===== config.mk =====
export PLATFORM = sky130hd
export DESIGN_NAME = dies_irq_core
export DESIGN_NICKNAME = d
export VERILOG_FILES = /design/src/hw/dies_pkg.sv /design/src/hw/dies_spi_port.sv /design/src/hw/dies_irq_core.sv
export SDC_FILE = /design/constraint.sdc
export NUM_CORES = 1
export LEC_CHECK = 0
export BUFFER_PORTS_ARGS = -buffer_cell sky130_fd_sc_hd__buf_4
export CORE_ASPECT_RATIO = 0.6
export CORE_MARGIN = 1.5
export CORE_UTILIZATION = 25
export CTS_BUF_LIST = sky130_fd_sc_hd__clkbuf_8
export CTS_CLUSTER_DIAMETER = 100
export DETAILED_ROUTE_END_ITERATION = 10
export SYNTH_ARGS = -nofsm -noshare
export SYNTH_HDL_FRONTEND = slang
export SYNTH_SLANG_ARGS = --single-unit

===== constraint.sdc =====
create_clock -name clk -period 1.7 [get_ports clk]
set_input_delay 0.34 -clock clk [delete_from_list [all_inputs] [get_ports clk]]
set_output_delay 0.34 -clock clk [all_outputs]
set_load 0.03 [all_outputs]

===== src/hw/dies_pkg.sv =====
package dies_pkg;

    localparam int          ADDR_W            = 15;
    localparam int          DATA_W            = 8;
    localparam int          SRC_W             = 5;
    localparam int          CNT_W             = 5;

    // register map
    localparam logic [14:0] OFF_ENABLES       = 15'h0020;
    localparam logic [14:0] OFF_FLAGS         = 15'h0024;
    localparam logic [4:0]  RST_ENABLES       = 5'h00;
    localparam logic [4:0]  RST_FLAGS         = 5'h00;
    localparam logic [2:0]  RESERVED_READ     = 3'h0;
    localparam logic [7:0]  UNMAPPED_READ     = 8'h00;

    // bit positions shared by both registers
    localparam int          BIT_TIMING_JITTER = 4;
    localparam int          BIT_LINK_READY    = 3;
    localparam int          BIT_LANE_FIFO     = 2;
    localparam int          BIT_IMAG_PATTERN  = 1;
    localparam int          BIT_REAL_PATTERN  = 0;

    // serial frame: read flag, 15 address bits, 8 data bits
    localparam logic [4:0]  HDR_BITS          = 5'h10;
    localparam logic [4:0]  FRAME_BITS        = 5'h18;
    localparam int          RW_POS            = 14;

    typedef struct packed {
        logic                    write;
        logic [ADDR_W-1:0]       addr;
        logic [DATA_W-1:0]       wdata;
    } dies_access_type;

    typedef struct packed {
        logic timing_jitter_event;
        logic receiver_link_ready;
        logic lane_fifo_error;
        logic imag_pattern_error;
        logic real_pattern_error;
    } dies_event_type;

endpackage : dies_pkg


===== src/hw/dies_spi_port.sv =====
`timescale 1ns/1ps
module dies_spi_port
(
    input  wire logic                     clk,
    input  wire logic                     rst_b,
    input  wire logic                     sclk,
    input  wire logic                     cs_b,
    input  wire logic                     sdi,
    input  wire logic [7:0]               rdata,
    output logic                          sdo,
    output logic                          sdo_oe_b,
    output dies_pkg::dies_access_type     access
);
    // pins are asynchronous to clk; sclk must stay below a quarter of clk
    logic [2:0]                  pin_meta;
    logic [2:0]                  pin_sync;
    logic                        sclk_prev;
    logic [4:0]                  cnt;
    logic [4:0]                  next_cnt;
    logic [15:0]                 in_shift;
    logic [15:0]                 next_in_shift;
    logic [7:0]                  out_shift;
    logic [7:0]                  next_out_shift;
    logic                        is_read;
    logic                        next_is_read;
    logic                        next_sdo;
    logic                        next_sdo_oe_b;
    dies_pkg::dies_access_type   next_access;
    logic                        rise;
    logic                        fall;

    always_ff @(posedge clk or negedge rst_b)
    begin
        if (!rst_b)
        begin
            pin_meta  <= 3'h7;
            pin_sync  <= 3'h7;
            sclk_prev <= 1'b1;
        end
        else
        begin
            pin_meta  <= {sclk, cs_b, sdi};
            pin_sync  <= pin_meta;
            sclk_prev <= pin_sync[2];
        end
    end

    assign rise = pin_sync[2] & ~sclk_prev;
    assign fall = ~pin_sync[2] & sclk_prev;

    always_comb
    begin
        next_cnt       = cnt;
        next_in_shift  = in_shift;
        next_out_shift = out_shift;
        next_is_read   = is_read;
        next_sdo       = sdo;
        next_sdo_oe_b  = sdo_oe_b;
        next_access    = access;
        next_access.write = 1'b0;
        if (pin_sync[1])
        begin
            // deselect aborts any partial frame; nothing is written
            next_cnt      = 5'h00;
            next_is_read  = 1'b0;
            next_sdo_oe_b = 1'b1;
        end
        else
        begin
            if (rise && cnt < dies_pkg::FRAME_BITS)
            begin
                next_in_shift = {in_shift[14:0], pin_sync[0]};
                next_cnt      = 5'(cnt + 5'h01);
                if (cnt == 5'(dies_pkg::HDR_BITS - 5'h01))
                begin
                    next_access.addr = {in_shift[13:0], pin_sync[0]};
                    next_is_read     = in_shift[dies_pkg::RW_POS];
                end
                if (cnt == 5'(dies_pkg::FRAME_BITS - 5'h01) && !is_read)
                begin
                    next_access.write = 1'b1;
                    next_access.wdata = {in_shift[6:0], pin_sync[0]};
                end
            end
            if (fall && is_read)
            begin
                if (cnt == dies_pkg::HDR_BITS)
                begin
                    next_sdo       = rdata[7];
                    next_out_shift = {rdata[6:0], 1'b0};
                    next_sdo_oe_b  = 1'b0;
                end
                else if (cnt > dies_pkg::HDR_BITS && cnt < dies_pkg::FRAME_BITS)
                begin
                    next_sdo       = out_shift[7];
                    next_out_shift = {out_shift[6:0], 1'b0};
                end
            end
        end
    end

    always_ff @(posedge clk or negedge rst_b)
    begin
        if (!rst_b)
        begin
            cnt       <= 5'h00;
            in_shift  <= 16'h0000;
            out_shift <= 8'h00;
            is_read   <= 1'b0;
            sdo       <= 1'b0;
            sdo_oe_b  <= 1'b1;
            access    <= '0;
        end
        else
        begin
            cnt       <= next_cnt;
            in_shift  <= next_in_shift;
            out_shift <= next_out_shift;
            is_read   <= next_is_read;
            sdo       <= next_sdo;
            sdo_oe_b  <= next_sdo_oe_b;
            access    <= next_access;
        end
    end

endmodule : dies_spi_port


===== src/hw/dies_irq_core.sv =====
// Summary of operation
// - enable bit 4 allows timing jitter interrupt
// - enable bit 3 allows link-ready-low interrupt
// - enable bit 2 allows lane FIFO interrupt
// - enable bit 1 allows imaginary pattern interrupt
// - enable bit 0 allows real pattern interrupt
// - jitter sets sticky flag 4, write-one clears
// - link ready low sets sticky flag 3
// - FIFO sets flag 2, imaginary error flag 1
// - real pattern error sets sticky flag 0
`timescale 1ns/1ps
module dies_irq_core
(
    input  wire logic                    clk,
    input  wire logic                    rst_b,
    input  wire logic                    sclk,
    input  wire logic                    cs_b,
    input  wire logic                    sdi,
    input  dies_pkg::dies_event_type     events,
    output logic                         sdo,
    output logic                         sdo_oe_b,
    output logic                         irq
);
    dies_pkg::dies_access_type   access;
    logic [4:0]                  enables;
    logic [4:0]                  next_enables;
    logic [4:0]                  flags;
    logic [4:0]                  next_flags;
    logic [7:0]                  rdata;
    logic [7:0]                  next_rdata;
    logic                        next_irq;
    logic [4:0]                  set_vec;
    logic [4:0]                  clr_vec;
    logic                        wr_enables;
    logic                        wr_flags;

    dies_spi_port u_spi
    (
        .clk      (clk),
        .rst_b    (rst_b),
        .sclk     (sclk),
        .cs_b     (cs_b),
        .sdi      (sdi),
        .rdata    (rdata),
        .sdo      (sdo),
        .sdo_oe_b (sdo_oe_b),
        .access   (access)
    );

    assign wr_enables = access.write && access.addr == dies_pkg::OFF_ENABLES;
    assign wr_flags   = access.write && access.addr == dies_pkg::OFF_FLAGS;

    always_comb
    begin
        set_vec = 5'h00;
        set_vec[dies_pkg::BIT_TIMING_JITTER] = events.timing_jitter_event;
        set_vec[dies_pkg::BIT_LINK_READY]    = ~events.receiver_link_ready;
        set_vec[dies_pkg::BIT_LANE_FIFO]     = events.lane_fifo_error;
        set_vec[dies_pkg::BIT_IMAG_PATTERN]  = events.imag_pattern_error;
        set_vec[dies_pkg::BIT_REAL_PATTERN]  = events.real_pattern_error;
        clr_vec      = wr_flags ? access.wdata[4:0] : 5'h00;
        next_enables = enables;
        if (wr_enables)
        begin
            next_enables = access.wdata[4:0];
        end
        // zeros leave flags; set beats a same-cycle clear
        next_flags = (flags & ~clr_vec) | set_vec;
        case (access.addr)
            dies_pkg::OFF_ENABLES: next_rdata = {dies_pkg::RESERVED_READ, enables};
            dies_pkg::OFF_FLAGS:   next_rdata = {dies_pkg::RESERVED_READ, flags};
            default:               next_rdata = dies_pkg::UNMAPPED_READ;
        endcase
        next_irq = |(flags & enables);
    end

    always_ff @(posedge clk or negedge rst_b)
    begin
        if (!rst_b)
        begin
            enables <= dies_pkg::RST_ENABLES;
            flags   <= dies_pkg::RST_FLAGS;
            rdata   <= dies_pkg::UNMAPPED_READ;
            irq     <= 1'b0;
        end
        else
        begin
            enables <= next_enables;
            flags   <= next_flags;
            rdata   <= next_rdata;
            irq     <= next_irq;
        end
    end
endmodule : dies_irq_core


==> flow_summary_export.csv <==
group,metric,value,unit
status,status,"completed",
clock_tree,cts_buffer_depth,2,
critical_path,critPathKind,"flop to flop",
clock_tree,cts_max_level,3,
timing,hold_viol_final,0,
floorplan,fp-row-count,30,
logic_synthesis,synth_top_family_by_area,"multiplexers",
power_and_ir_drop,vdd_drop_max,349,uV
floorplan,die_area,12700,sq um
timing,period_share,98.5,%
power_and_ir_drop,leakage,1.63,nW
place,post-dp-hpwl,3990,microns
power_and_ir_drop,fin_total_pwr,3.40,mW
grt,grt_util_all_layers,10.0,%
logic_synthesis,synth_area_leaders,"dfrtp_1, mux2_2, dfstp_2, mux2i_1, nand2_1",
clock_tree,tritoncts,"done",
logic_synthesis,syn_inst,223,
critical_path,crit_path_start_kind,"flop",
timing,setup_tns,0,ns
grt,grt_max_degree,34,
logic_synthesis,syn_nets,236,
place,gp_congestion,0.712,
detailed_routing,dr_wl_met2,2120,microns
logic_synthesis,synthXorXnorAreaFrac,0.873,%
critical_path,endpoint_kind,"flop",
floorplan,core,11500,sq um
logic_synthesis,synthSimpleGateAreaFrac,11.7,%
grt,grt_pass1_wl,9310,microns
run,cap_violations,0,
detailed_routing,wl_per_cell,13.4,microns
critical_path,cp_max_fo,5,
logic_synthesis,ys.flop_type,"dfrtp_1",
logic_synthesis,async_flop_share,100,%
logic_synthesis,synth_compound_area_share,4.41,%
logic_synthesis,synth-edff-count,0,
clock_tree,cts-root-buf,"clkbuf_8",
logic_synthesis,ys_seq_area_share,61.8,%
timing,rsz0062_at_grt,"true",
logic_synthesis,yosysTopAreaCell,"dfrtp_1",
logic_synthesis,post-synth-top-count-cell,"dfrtp_1",
detailed_routing,met3_length,287,microns
detailed_routing,vias_per_cell,4.20,
critical_path,arrival,1.90,ns
logic_synthesis,ys_top_cells_by_count,"dfrtp_1, mux2_2, nand2_1, nor2_1, o21ai_0",
logic_synthesis,yosys_warnings,0,
grt,grt-ovfl-total,0,
detailed_routing,drt-total-wl,5610,microns
floorplan,initial_core_util,26.1,%
final_layout,syn2layout_area_growth,20.1,%
grt,antenna_found_initial,0,
detailed_routing,drtIter0Drc,56,
timing,clock-skew-final,0.00567,ns
min_path,min_path_type,"input port to flop",
clock_tree,cts.sinks,74,
clock_tree,clk_pin_slew_worst_paths,0.07,ns
critical_path,cp.required,1.93,ns
floorplan,fp.dieH,88,microns
floorplan,dieWidth,145,microns
logic_synthesis,ys_types,37,
power_and_ir_drop,power_density,941,nW/um^2
clock_tree,clkLatencyLatePin,0.34,ns
place,place.port_buffers,12,
grt,first_global_vias,1811,
detailed_routing,vias,1761,
detailed_routing,drt-pass1-iter-count,4,
detailed_routing,top_layer,"met4",
timing,relSlewSlack,70.1,%
detailed_routing,m1WireLength,3130,microns
timing,report.final.slew_viol_count,0,
final_layout,nets,267,
timing,fmaxAchievable,597,MHz
clock_tree,numCtsBuffers,9,
logic_synthesis,muxShareOfSynthArea,17.3,%
timing,worst_pin_slew,0.448,ns
logic_synthesis,ys_ff_latch,74,
logic_synthesis,synthAdderAreaFrac,1.25,%
detailed_routing,drc_errors,0,
logic_synthesis,syn_area,3010,sq um
timing,period_needed,1.67,ns
final_layout,n_antenna_cell,0,
logic_synthesis,synth.avg_cell_area,13.5,sq um
final_layout,layout-drive-gt1-share,37.5,%
floorplan,ios,13,
timing,setup_viol,0,
detailed_routing,drtAntennaViolNets,0,
logic_synthesis,yosysTopAreaCellShare,54.9,%
==> layout by cell type, fill, tap and decap left out, types with 3 or more instances in the layout <==
cell | synthesis | layout
mux2_2 | 40 | 35
clkbuf_8 | 0 | 12
nor4_2 | 0 | 3
a21o_1 | 4 | 4
nor2_1 | 13 | 13
inv_1 | 5 | 7
dfrtp_1 | 66 | 66
a22oi_1 | 3 | 3
buf_4 | 0 | 24
o21ai_0 | 10 | 10
xnor2_1 | 3 | 3
nand2b_1 | 4 | 4
nand3_1 | 5 | 5
mux2_4 | 0 | 5
mux2i_1 | 7 | 7
dfstp_2 | 8 | 8
nand2_1 | 16 | 16
==> sequential cells by signal, indices dropped and copies added, names as in the netlist, 3 cells and up <==
register and count:
u_spi.pin_sync 3, u_spi.access 21, u_spi.in_shift 15, u_spi.pin_meta 3, u_spi.out_shift 7, u_spi.cnt 5
rdata 5, enables 5, flags 5
==> routing by layer <==
metal,global-route usage (%),up-vias
met5,0,-
met2,12.6,30
met3,4.70,10
met4,3.31,0
met1,14.7,868
li1,-,853
==> repair_timing <==
action	in CTS	in global routing
buffers inserted	2	0
pin swaps	3	1
endpoints found under the hold margin	23	0
resized for setup	7	8
hold buffers	1	0
setup endpoints to repair	9	35
==> cell families (layout without fill, tap and decap cells) <==
logic type      Yosys count  after routing
flops                    74             74
simple gates             62             62
mux                      47             47
compound gates           21             21
buf+inv                  13             49
fa+ha+maj                 3              3
xor+xnor                  3              3
==> power breakdown <==
group / total (mW) / internal, mW / leakage [nW] / switching, mW
combinational: 0.212 / 0.119 / 0.562 / 0.0929
clock: 1.23 / 0.634 / 0.105 / 0.596
sequential: 1.96 / 1.87 / 0.967 / 0.0889
total: 3.40 / 2.62 / 1.63 / 0.778
==> per-stage QoR <==
stage	hold WS, ns	instances	area (sq um)	setup WS [ns]	utilization, %
floorplan	0.0444	223	3010	0.0316	-
global placement	0.310	400	3350	-0.0886	29.1
detailed placement	0.316	400	3350	-0.104	29.1
CTS	0.0772	419	3580	-0.0108	31.1
global route	0.0660	419	3620	-0.0689	31.4
finish	0.101	419	3620	0.0252	31.4
==> final cells by class <==
class | count | area, sq um
fillers | 1160 | 7910
flip-flops and latches | 74 | 1860
multi-input cells | 136 | 1120
repair buffers | 28 | 233
well taps | 160 | 200
clock buffers | 12 | 165
inverters | 5 | 18.8
clock inverters | 4 | 17.5
==> path summary, 6_finish.rpt <==
kind                                             endpoint  slack [ns]                         start  depth (start not counted)
setup reg to reg                   enables[1]$_DFFE_PN0P_        0.03  u_spi.access[21]$_DFFE_PN0P_                          5
setup / recovery                   enables[1]$_DFFE_PN0P_        0.03  u_spi.access[21]$_DFFE_PN0P_                          5
min in group asynchronous           u_spi.sdo$_DFFE_PN0P_        0.48                         rst_b                          2
hold reg to reg               u_spi.pin_sync[0]$_DFF_PN1_        0.36   u_spi.pin_meta[0]$_DFF_PN1_                          0
max in group asynchronous  u_spi.out_shift[6]$_DFFE_PN0P_        0.69                         rst_b                          3
hold / removal                u_spi.pin_meta[0]$_DFF_PN1_        0.10                           sdi                          1
==> worst max-delay path: stages, from the launching register on <==
cell	delay, ns
dfrtp_1	0.41
nor4_2	0.27
nand4_1	0.21
nor3b_4	0.22
buf_6	0.15
mux2_4	0.30
Note: power is estimated with default switching activity, not from simulation.
